`src/kwrst_pkg.sv`:
```
// Purpose: Shared constants and types of the keyed watchdog reset unit.
// Assumes: System clock of 20 MHz; 8-bit register port with 3-bit address.
// Notes: Offsets and event bit positions are local to this block.
package kwrst_pkg;
  // Clock figures, in hertz.
  localparam int unsigned SYS_CLK_HZ = 20_000_000;
  localparam int unsigned SUB_CLK_HZ = 32_000;
  // The slow subclock is modelled as a tick every SUB_DIV system cycles.
  localparam int unsigned SUB_DIV = SYS_CLK_HZ / SUB_CLK_HZ;
  // Software reset delay in microseconds, and as a count of system cycles.
  localparam int unsigned SRESET_DELAY_US = 100;
  localparam int unsigned SRESET_CYC = SRESET_DELAY_US * (SYS_CLK_HZ / 1_000_000);

  localparam int unsigned CNT_W = 18;
  localparam int unsigned AW = 3;
  localparam int unsigned DW = 8;

  // Register offsets.
  localparam logic [AW-1:0] OFS_CTRL = 3'h0;
  localparam logic [AW-1:0] OFS_FLAGS = 3'h1;
  localparam logic [AW-1:0] OFS_STATUS = 3'h2;
  localparam logic [AW-1:0] OFS_IRQ_STAT = 3'h3;
  localparam logic [AW-1:0] OFS_IRQ_MASK = 3'h4;

  // Control register layout and reset value.
  localparam logic [DW-1:0] CTRL_RESET = 8'h53;
  localparam int unsigned KEY_HI = 7;
  localparam int unsigned KEY_LO = 3;
  localparam int unsigned SEL_HI = 2;
  localparam int unsigned SEL_LO = 0;
  localparam logic [4:0] KEY_DISABLE = 5'h15;
  localparam logic [4:0] KEY_ENABLE = 5'h0a;

  // Reset cause flag positions.
  localparam int unsigned FLAG_KEY = 0;
  localparam int unsigned FLAG_PIN = 3;
  // Status register positions.
  localparam int unsigned ST_TO = 0;
  localparam int unsigned ST_PDF = 1;
  localparam int unsigned ST_HALT = 2;
  localparam int unsigned ST_EN = 3;
  // Interrupt event positions.
  localparam int unsigned IRQ_W = 3;
  localparam int unsigned EV_TIMEOUT = 0;
  localparam int unsigned EV_KEYRST = 1;
  localparam int unsigned EV_PINRST = 2;

  typedef enum logic [2:0] {
    MODE_RUN = 3'b001,
    MODE_HALT = 3'b010,
    MODE_KEYDLY = 3'b100
  } kwrst_mode_e;

  typedef struct packed {
    logic [AW-1:0] addr;
    logic [DW-1:0] wdata;
    logic wr;
    logic rd;
  } kwrst_bus_s;

  typedef struct packed {
    logic clrWdt;
    logic halt;
    logic wake;
    logic idleKeep;
  } kwrst_cpu_s;

  // Timeout select to power of two of the overflow period.
  function automatic logic [4:0] kwrst_shift(input logic [2:0] sel);
    case (sel)
      3'h0: kwrst_shift = 5'h08;
      3'h1: kwrst_shift = 5'h0a;
      3'h2: kwrst_shift = 5'h0c;
      3'h3: kwrst_shift = 5'h0e;
      3'h4: kwrst_shift = 5'h0f;
      3'h5: kwrst_shift = 5'h10;
      3'h6: kwrst_shift = 5'h11;
      default: kwrst_shift = 5'h12;
    endcase
  endfunction : kwrst_shift
endpackage : kwrst_pkg

```
`src/kwrst_top.sv`:
```
// Purpose: Keyed watchdog with reset cause flags and reset sequencing.
// Assumes: cpuEvt and pinKeyFault come from sys_clk logic; the pin is async.
// Notes: The subclock is a tick derived from sys_clk, not a second domain.
`timescale 1ns/1ps
module kwrst_top #(
  parameter int unsigned SoftResetCycles = kwrst_pkg::SRESET_CYC
) (
  input wire logic sys_clk,
  input wire logic resetn,
  input wire kwrst_pkg::kwrst_bus_s busReq,
  output logic [kwrst_pkg::DW-1:0] rdData_q,
  input wire kwrst_pkg::kwrst_cpu_s cpuEvt,
  input wire logic extResetPinN,
  input wire logic pinResetSel,
  input wire logic pinKeyFault,
  output logic deviceReset_q,
  output logic pcSpReset_q,
  output logic pcClear_q,
  output logic extHold_q,
  output logic portPreset_q,
  output logic toFlag_q,
  output logic pdf_q,
  output logic subOn_q,
  output logic irq_q
);
  import kwrst_pkg::*;

  kwrst_mode_e mode_q;
  logic [DW-1:0] ctrl_q;
  logic [CNT_W-1:0] cnt_q;
  logic [9:0] subDiv_q;
  logic [15:0] dly_q;
  logic flagKey_q;
  logic flagPin_q;
  logic [IRQ_W-1:0] irqStat_q;
  logic [IRQ_W-1:0] irqMask_q;
  logic pinMeta_q;
  logic pinSync_q;
  logic pinLowPrev_q;

  logic [4:0] keyVal;
  logic [2:0] selVal;
  logic enabled;
  logic keyBad;
  logic tick;
  logic [CNT_W-1:0] periodLast;
  logic overflow;
  logic keyFire;
  logic fullReset;
  logic haltTo;
  logic pinLow;
  logic clearCnt;
  logic [IRQ_W-1:0] irqEv;
  logic wrCtrl;
  logic wrFlags;

  // Control fields; the key and select share one byte.
  assign keyVal = ctrl_q[KEY_HI:KEY_LO];
  assign selVal = ctrl_q[SEL_HI:SEL_LO];
  assign enabled = (keyVal == KEY_ENABLE);
  assign keyBad = !enabled && (keyVal != KEY_DISABLE);
  assign wrCtrl = busReq.wr && (busReq.addr == OFS_CTRL);
  assign wrFlags = busReq.wr && (busReq.addr == OFS_FLAGS);

  // Overflow point is one below the selected power of two.
  assign periodLast = CNT_W'(({{CNT_W{1'b0}}, 1'b1} << kwrst_shift(selVal)) - 1'b1);
  assign tick = subOn_q && (subDiv_q == 10'(SUB_DIV - 1));
  assign overflow = tick && enabled && (cnt_q == periodLast);
  assign keyFire = (mode_q == MODE_KEYDLY) && (dly_q == 16'(SoftResetCycles - 1));
  assign pinLow = pinResetSel && !pinSync_q;
  assign fullReset = keyFire || (overflow && mode_q != MODE_HALT);
  assign haltTo = overflow && (mode_q == MODE_HALT);
  // Every count-clearing cause in one term.
  assign clearCnt = keyFire || overflow || cpuEvt.clrWdt || cpuEvt.halt || pinLow;
  assign irqEv = {pinLow && !pinLowPrev_q, keyFire, overflow};

  // Two flops on the reset pin; only the second is read by logic.
  always_ff @(posedge sys_clk or negedge resetn) begin
    if (!resetn) begin
      pinMeta_q <= 1'b1;
      pinSync_q <= 1'b1;
      pinLowPrev_q <= 1'b0;
    end else begin
      pinMeta_q <= extResetPinN;
      pinSync_q <= pinMeta_q;
      pinLowPrev_q <= pinLow;
    end
  end

  // Subclock divider stands in for the RC oscillator; it stops when not needed.
  always_ff @(posedge sys_clk or negedge resetn) begin
    if (!resetn) begin
      subDiv_q <= '0;
    end else if (!subOn_q || tick) begin
      subDiv_q <= '0;
    end else begin
      subDiv_q <= subDiv_q + 1'b1;
    end
  end

  // Oscillator request; an enabled watchdog overrides a cleared keep bit.
  always_ff @(posedge sys_clk or negedge resetn) begin
    if (!resetn) begin
      subOn_q <= 1'b1;
    end else begin
      subOn_q <= (mode_q != MODE_HALT) || cpuEvt.idleKeep || enabled;
    end
  end

  // Watchdog counter.
  always_ff @(posedge sys_clk or negedge resetn) begin
    if (!resetn) begin
      cnt_q <= '0;
    end else if (clearCnt) begin
      cnt_q <= '0;
    end else if (tick && enabled) begin
      cnt_q <= cnt_q + 1'b1;
    end
  end

  // Operating mode; the pin reset wins over everything else.
  always_ff @(posedge sys_clk or negedge resetn) begin
    if (!resetn) begin
      mode_q <= MODE_RUN;
    end else begin
      case (mode_q)
        MODE_RUN: begin
          if (pinLow) begin
            mode_q <= MODE_RUN;
          end else if (keyBad) begin
            mode_q <= MODE_KEYDLY;
          end else if (cpuEvt.halt) begin
            mode_q <= MODE_HALT;
          end
        end
        MODE_HALT: begin
          if (pinLow || haltTo || cpuEvt.wake) begin
            mode_q <= MODE_RUN;
          end else if (keyBad) begin
            mode_q <= MODE_KEYDLY;
          end
        end
        MODE_KEYDLY: begin
          if (pinLow || keyFire) begin
            mode_q <= MODE_RUN;
          end
        end
        default: begin
          mode_q <= MODE_RUN;
        end
      endcase
    end
  end

  // Delay before a key reset; a pin reset during the delay abandons it.
  always_ff @(posedge sys_clk or negedge resetn) begin
    if (!resetn) begin
      dly_q <= '0;
    end else if (mode_q == MODE_KEYDLY && !keyFire) begin
      dly_q <= dly_q + 1'b1;
    end else begin
      dly_q <= '0;
    end
  end

  // Control register; a timeout in halt does not reload it.
  always_ff @(posedge sys_clk or negedge resetn) begin
    if (!resetn) begin
      ctrl_q <= CTRL_RESET;
    end else if (fullReset || pinLow) begin
      ctrl_q <= CTRL_RESET;
    end else if (wrCtrl) begin
      ctrl_q <= busReq.wdata;
    end
  end

  // Reset cause flags; the hardware set beats a software write.
  always_ff @(posedge sys_clk or negedge resetn) begin
    if (!resetn) begin
      flagKey_q <= 1'b0;
      flagPin_q <= 1'b0;
    end else begin
      if (keyFire) begin
        flagKey_q <= 1'b1;
      end else if (wrFlags) begin
        flagKey_q <= busReq.wdata[FLAG_KEY];
      end
      if (pinKeyFault) begin
        flagPin_q <= 1'b1;
      end else if (wrFlags) begin
        flagPin_q <= busReq.wdata[FLAG_PIN];
      end
    end
  end

  // Timeout and power-down status.
  always_ff @(posedge sys_clk or negedge resetn) begin
    if (!resetn) begin
      toFlag_q <= 1'b0;
      pdf_q <= 1'b0;
    end else begin
      if (overflow) begin
        toFlag_q <= 1'b1;
      end else if (cpuEvt.halt || cpuEvt.clrWdt) begin
        toFlag_q <= 1'b0;
      end
      if (cpuEvt.halt) begin
        pdf_q <= 1'b1;
      end else if (cpuEvt.clrWdt) begin
        pdf_q <= 1'b0;
      end
    end
  end

  // Reset outputs towards the core.
  always_ff @(posedge sys_clk or negedge resetn) begin
    if (!resetn) begin
      deviceReset_q <= 1'b0;
      pcSpReset_q <= 1'b0;
      pcClear_q <= 1'b1;
      extHold_q <= 1'b0;
      portPreset_q <= 1'b1;
    end else begin
      deviceReset_q <= fullReset;
      pcSpReset_q <= haltTo;
      pcClear_q <= fullReset || haltTo || pinLow;
      extHold_q <= pinLow;
      portPreset_q <= 1'b0;
    end
  end

  // Sticky event bits, cleared by reading; a new event wins over the clear.
  always_ff @(posedge sys_clk or negedge resetn) begin
    if (!resetn) begin
      irqStat_q <= '0;
      irqMask_q <= '0;
      irq_q <= 1'b0;
    end else begin
      if (busReq.rd && busReq.addr == OFS_IRQ_STAT) begin
        irqStat_q <= irqEv;
      end else begin
        irqStat_q <= irqStat_q | irqEv;
      end
      if (busReq.wr && busReq.addr == OFS_IRQ_MASK) begin
        irqMask_q <= busReq.wdata[IRQ_W-1:0];
      end
      irq_q <= |(irqStat_q & irqMask_q);
    end
  end

  // Read data stand for exactly one cycle; unmapped addresses read zero.
  always_ff @(posedge sys_clk or negedge resetn) begin
    if (!resetn) begin
      rdData_q <= '0;
    end else if (busReq.rd) begin
      case (busReq.addr)
        OFS_CTRL: rdData_q <= ctrl_q;
        OFS_FLAGS: begin
          rdData_q <= '0;
          rdData_q[FLAG_KEY] <= flagKey_q;
          rdData_q[FLAG_PIN] <= flagPin_q;
        end
        OFS_STATUS: begin
          rdData_q <= '0;
          rdData_q[ST_TO] <= toFlag_q;
          rdData_q[ST_PDF] <= pdf_q;
          rdData_q[ST_HALT] <= (mode_q == MODE_HALT);
          rdData_q[ST_EN] <= enabled;
        end
        OFS_IRQ_STAT: rdData_q <= DW'(irqStat_q);
        OFS_IRQ_MASK: rdData_q <= DW'(irqMask_q);
        default: rdData_q <= '0;
      endcase
    end else begin
      rdData_q <= '0;
    end
  end
endmodule : kwrst_top

```
`config.mk`:
```
export PLATFORM = sky130hd
export DESIGN_NAME = kwrst_top
export DESIGN_NICKNAME = d
export VERILOG_FILES = /design/src/kwrst_pkg.sv /design/src/kwrst_top.sv
export SDC_FILE = /design/constraint.sdc
export NUM_CORES = 1
export LEC_CHECK = 0
export ABC_CLOCK_PERIOD_IN_PS = 2600
export BUFFER_PORTS_ARGS = -buffer_cell sky130_fd_sc_hd__buf_2
export CAP_MARGIN = 40
export CORE_MARGIN = 2
export CORE_UTILIZATION = 35
export DETAILED_ROUTE_END_ITERATION = 16
export PLACE_DENSITY_LB_ADDON = 0.08
export SETUP_SLACK_MARGIN = 0.02
export SLEW_MARGIN = 20
export SYNTH_ARGS = -nofsm -noshare
export SYNTH_HDL_FRONTEND = slang
export SYNTH_SLANG_ARGS = --single-unit
```
`constraint.sdc`:
```
create_clock -name sys_clk -period 2.6 [get_ports sys_clk]
set_clock_uncertainty 0.2 [all_clocks]
set_input_delay 0.26 -clock sys_clk [delete_from_list [all_inputs] [get_ports sys_clk]]
set_output_delay 0.26 -clock sys_clk [all_outputs]
set_load 0.05 [all_outputs]
```
Word level (Yosys, flattened, before mapping)
Index checks and enable logic that the tools add are counted.
- add/subtract/negate cells: 4
- multipliers: 0
- divide/modulo/power cells: 0
- order comparisons: 0
- eq/ne operators: 22
- shift operators: 1
- multiplexer cells: 25
- bitwise gates (word level): 2
- reductions and logical operators: 44
- operator list (kind ; count):
    $pmux W8 S5 ; 1
    $mux W18 ; 2
    $pmux W5 S7 ; 1
    $mux W8 ; 3
    $mux W3 ; 7
    $add A18 B1 Y18 const B ; 1
    $eq A18 B18 Y1 ; 1
    $shl A1 B5 Y18 const A ; 1
    $sub A18 B1 Y18 const B ; 1
    $add A16 B1 Y16 const B ; 1
    $eq A16 B11 Y1 const B ; 1
    $mux W16 ; 1
    $eq A3 B2 Y1 const B ; 5
    $eq A3 B3 Y1 const B ; 5
    $logic_or A1 B1 Y1 ; 15
    $logic_and A1 B1 Y1 ; 14
    $reduce_bool A2 Y1 ; 6
    $add A10 B1 Y10 const B ; 1
    $eq A10 B10 Y1 const B ; 1
    $mux W10 ; 1
    $eq A3 B1 Y1 const B ; 3
    $pmux W3 S3 ; 1
    $mux W1 ; 8
    $logic_not A3 Y1 ; 2
    other kinds (11) ; 15
- bits in registers: 82
- bits in latches: 0
- RAM bits: 0
- ROM bits: 0
- bits of input ports: 22
- output and inout bits: 17
- word-level logic and storage cells: 119
- memories: 0

Longest topological paths before layout
- depth after elaboration: 11
- depth in mapped cells: 10
- mapped depth without buffers: 8

Worst setup path after synthesis
No wires, ideal clock.
- path kind: register -> register
- from: register subDiv_q[3]
- to: register cnt_q[8]
- arrival time: 2.403 ns
- setup slack: -0.122 ns
- stages on the path, launching flop included: 9
- path buffers: 2
- clock period less this slack: 2.722 ns
- cell sequence: dfrtp_1 or4b_1 or4_1 buf_2 a2111oi_4 nand4_4 nand3_4 buf_4 nor2_1
- longest elaborated chain between the ends: 9
- ends and longest elaborated chain (item ; RTL line ; text):
    start: declaration ; kwrst_top.sv:31 ; logic [9:0] subDiv_q;
    start signal: assignment ; kwrst_top.sv:97 ; subDiv_q <= subDiv_q + 1'b1;
    $eq A10 B10 Y1 (*) ; kwrst_top.sv:67 ; assign tick = subOn_q && (subDiv_q == 10'(SUB_DIV - 1));
    $logic_and A1 B1 Y1 (*) ; kwrst_top.sv:67 ;
    $logic_and A1 B1 Y1 (*) ; kwrst_top.sv:68, kwrst_top.sv:116 ;
    $logic_and A1 B1 Y1 ; kwrst_top.sv:68 ; assign overflow = tick && enabled && (cnt_q == periodLast);
    $logic_or A1 B1 Y1 (4 in series) ; kwrst_top.sv:74 ; assign clearCnt = keyFire || overflow || cpuEvt.clrWdt || cpuEvt.halt || pinLow;
    $mux W18 or $reduce_bool A2 Y1 (tied branches) ; - ;
    end signal: assignment ; kwrst_top.sv:117 ; cnt_q <= cnt_q + 1'b1;
    end: declaration ; kwrst_top.sv:30 ; logic [CNT_W-1:0] cnt_q;
Every way passes the cells marked *; elsewhere a longest branch is shown, timed or not.
A chain may end at the register's enable or synchronous reset.

Worst setup path in the final report
- from: register subDiv_q[7]
- to: register mode_q[1]
- longest elaborated chain between the ends: 9
- ends and longest elaborated chain (item ; RTL line ; text):
    $eq A10 B10 Y1 (*) ; kwrst_top.sv:67 ;
    $logic_and A1 B1 Y1 (*) ; kwrst_top.sv:67 ;
    $logic_and A1 B1 Y1 (*) (2 in series) ; kwrst_top.sv:68 ;
    $logic_and A1 B1 Y1 (*) ; kwrst_top.sv:72 ; assign haltTo = overflow && (mode_q == MODE_HALT);
    $logic_or A1 B1 Y1 (*) (2 in series) ; kwrst_top.sv:137 ; if (pinLow || haltTo || cpuEvt.wake) begin
    $ne A3 B3 Y1 (no line) or $mux W3 (tied branches) ; - ;
    $reduce_and A3 Y1 (no line) or $pmux W3 S3 (tied branches) ; - ;
    end signal: assignment ; kwrst_top.sv:138 ; mode_q <= MODE_RUN;
    end signal: assignment ; kwrst_top.sv:140 ; mode_q <= MODE_KEYDLY;
    end signal: assignment ; kwrst_top.sv:145 ; mode_q <= MODE_RUN;
    end: declaration ; kwrst_top.sv:28 ; kwrst_mode_e mode_q;
Marks and branches as above.

==> results.tsv <==
metric	value	unit
synth_top_area_cell	dfrtp_1	
fmax	391	MHz
die_w	111	um
dp_slack	-0.917	ps
clk_path_buf_depth	2	
grt_first_pass_wirelength	15600	um
status	complete, no violations	
tightest_slew	629	ps
synth.most_common_cell	dfrtp_1	
final_nets	492	
fin_crit_sh	98.5	%
relSlewSlack	57.5	%
row_count	38	
seq_area_frac_synth	52.0	%
fin_hold_ws	25.7	ps
synth_seq_cells	82	
wl	9220	um
synth-async-reset-ratio	100	%
synth.cell_area	0.00397	mm2
hp-class	in -> reg	
die_area	0.0122	mm2
synthFlopType	dfrtp_1	
crit_path_end_kind	flip-flop	
p_per_area	659	mW/mm2
syn_to_final_growth	23.4	%
track_usage	16.0	%
grt_max_degree	35	
io_pins	39	
start_kind	flip-flop	
report.final.slew_viol_count	0	
yosys_warnings	0	
cap_violations	0	
drcViolationCount	0	
core-area	0.0109	mm2
cts_sinks	82	
drive_gt1_share	20.0	%
root_buffer	clkbuf_16	
synth_common_cells	dfrtp_1, nor2_1, nand2_1, xor2_1, nand3_1	
top_layer	met4	
synth_top_area_share	45.4	%
gp_congestion	0.753	
drtIter0Drc	138	
wl_met2	4170	um
cts_tree	done	
die_h	111	um
cp.required	2610	ps
grt_pass1_vias	3066	
leakagePower	0.00220	uW
htreeDepth	3	
first_pass_iters	4	
yosys-top-cells-area	dfrtp_1, dfstp_2, nor2_1, xor2_1, xnor2_1	
synth.distinct_cells	51	
worstSetupPathType	reg -> reg	
layout_setup_ws	39.2	ps
syn_avg_cell_area	10.1	um2
wl_met1	4610	um
clock_latency	330	ps
finalHoldViolCount	0	
clkTransAtPathRegs	60	ps
place_hpwl	6630	um
rsz0062_at_grt	yes	
synth-edff-count	0	
fin_crit	2560	ps
synthCells	393	
grt_overflow_total	0	
rr_worst_depth	7	
portBuffers	38	
vias	3062	
vias_per_cell	5.03	
detail_route.wl_per_cell	15.1	um
cts_buffers	9	
cp_max_fo	5	
finalSetupViolCount	0	
insertedDiodeCount	0	
total_power	3230	uW
grt_antenna_before_repair	0	
arrival	2570	ps
wl_met3	341	um
vdd_ir_drop_max	0.000414	V
ant_nets	0	
whs_path_depth	2	
start_util	36.3	%
## cells in the final DEF (no fill, tap or decap), types with 2 or more instances in the layout
| master | synthesis | routed |
|---|---|---|
| mux2i_1 | 6 | 6 |
| xnor2_1 | 17 | 17 |
| nand3_1 | 19 | 19 |
| nor2b_1 | 7 | 7 |
| o22ai_1 | 2 | 2 |
| buf_4 | 1 | 18 |
| nor4b_1 | 3 | 3 |
| clkbuf_8 | 0 | 2 |
| buf_2 | 1 | 37 |
| conb_1 | 2 | 3 |
| a21oi_1 | 7 | 7 |
| o21a_1 | 2 | 2 |
| dfstp_2 | 10 | 10 |
| dlygate4sd3_1 | 0 | 15 |
| or3_1 | 3 | 3 |
| ha_1 | 5 | 5 |
| a31oi_1 | 3 | 3 |
| nand2_1 | 29 | 29 |
| o21ai_0 | 10 | 10 |
| dfrtp_1 | 72 | 72 |
| nor4_1 | 3 | 3 |
| mux2_2 | 6 | 6 |
| and2_1 | 10 | 10 |
| clkbuf_1 | 9 | 2 |
| a22oi_1 | 4 | 4 |
| nand4_1 | 13 | 13 |
| or4_1 | 3 | 2 |
| nor3_1 | 9 | 8 |
| and3_1 | 11 | 11 |
| xor2_1 | 24 | 24 |
| inv_1 | 14 | 14 |
| clkbuf_16 | 0 | 9 |
| a211o_1 | 5 | 5 |
| nor2_1 | 62 | 61 |
## cells by family (layout without fill, tap and decap cells)
kind of cell	Yosys count	count (layout)	synth area share, %
xor gates and xnor gates	41	41	9.04
other	2	3	0.189
and+or+nand+nor	182	182	23.5
buffers and inverters	26	101	2.58
muxes	12	12	3.21
AOI/OAI and AO/OA	43	43	7.94
adders and majority gates	5	5	1.57
DFF	82	82	52.0
## critical path: stages, from the launching register on
cell and delay [ps]:
dfrtp_1 390, or4b_1 490, or4_4 460, a2111oi_4 270, nand4_4 200, buf_4 200
a22oi_1 170, nor2_1 60
## through the flow
step	util [%]	cell area, um2	cells	setup TNS (ps)
2_1_floorplan	-	3990	394	0
3_3_place_gp	40.5	4430	577	0
3_5_place_dp	40.5	4430	577	-0.917
4_1_cts	44.5	4860	607	0
5_1_grt	44.8	4900	609	-1330
6_report	44.8	4900	609	0
## sequential cells by signal, indices dropped and copies added (netlist names), 3 cells and up
name,count
mode_q,3
irqStat_q,3
rdData_q,8
cnt_q,18
dly_q,16
ctrl_q,8
subDiv_q,10
irqMask_q,3
## report_power, final
part	switching [uW]	total, uW	internal (uW)
Sequential	104	1510	1410
Combinational	307	543	236
Clock	485	1180	693
## repair_timing
action                                  CTS  global route
hold endpoints to repair                 43             0
gates resized for setup                   1             5
hold buffers                             15             0
cloned                                    0             0
pin swaps                                 0             6
endpoints found under the setup margin    9            30
setup buffers                             0             2
## per-layer routing
layer / GRT usage (%) / up-vias
li1: - / 1495
met1: 22.3 / 1502
met2: 24.1 / 57
met3: 4.45 / 8
met4: 5.08 / 0
met5: 0 / -
## path summary, 6_finish.rpt
path / endpoint / slack [ps] / from
min: rdData_q[7]$_DFF_PN0_ / 30 / busReq[11]
max in group asynchronous: ctrl_q[4]$_DFFE_PN1P_ / 1300 / resetn
min in group asynchronous: cnt_q[3]$_DFFE_PN0P_ / 210 / resetn
min reg2reg: pinSync_q$_DFF_PN1_ / 160 / pinMeta_q$_DFF_PN1_
max reg2reg: mode_q[1]$_DFFE_PN0P_ / 40 / subDiv_q[7]$_DFF_PN0_
max: mode_q[1]$_DFFE_PN0P_ / 40 / subDiv_q[7]$_DFF_PN0_
## final cells by class
| type | instances | area, um2 |
|---|---|---|
| Tap cell | 140 | 175 |
| Inverter | 14 | 52.6 |
| Fill cell | 1060 | 6030 |
| Clock buffer | 13 | 260 |
| Multi-Input combinational cell | 286 | 1840 |
| Sequential cell | 82 | 2060 |
| Timing Repair Buffer | 72 | 502 |
| Clock inverter | 2 | 12.5 |
Note: power is estimated with default switching activity, not from simulation.
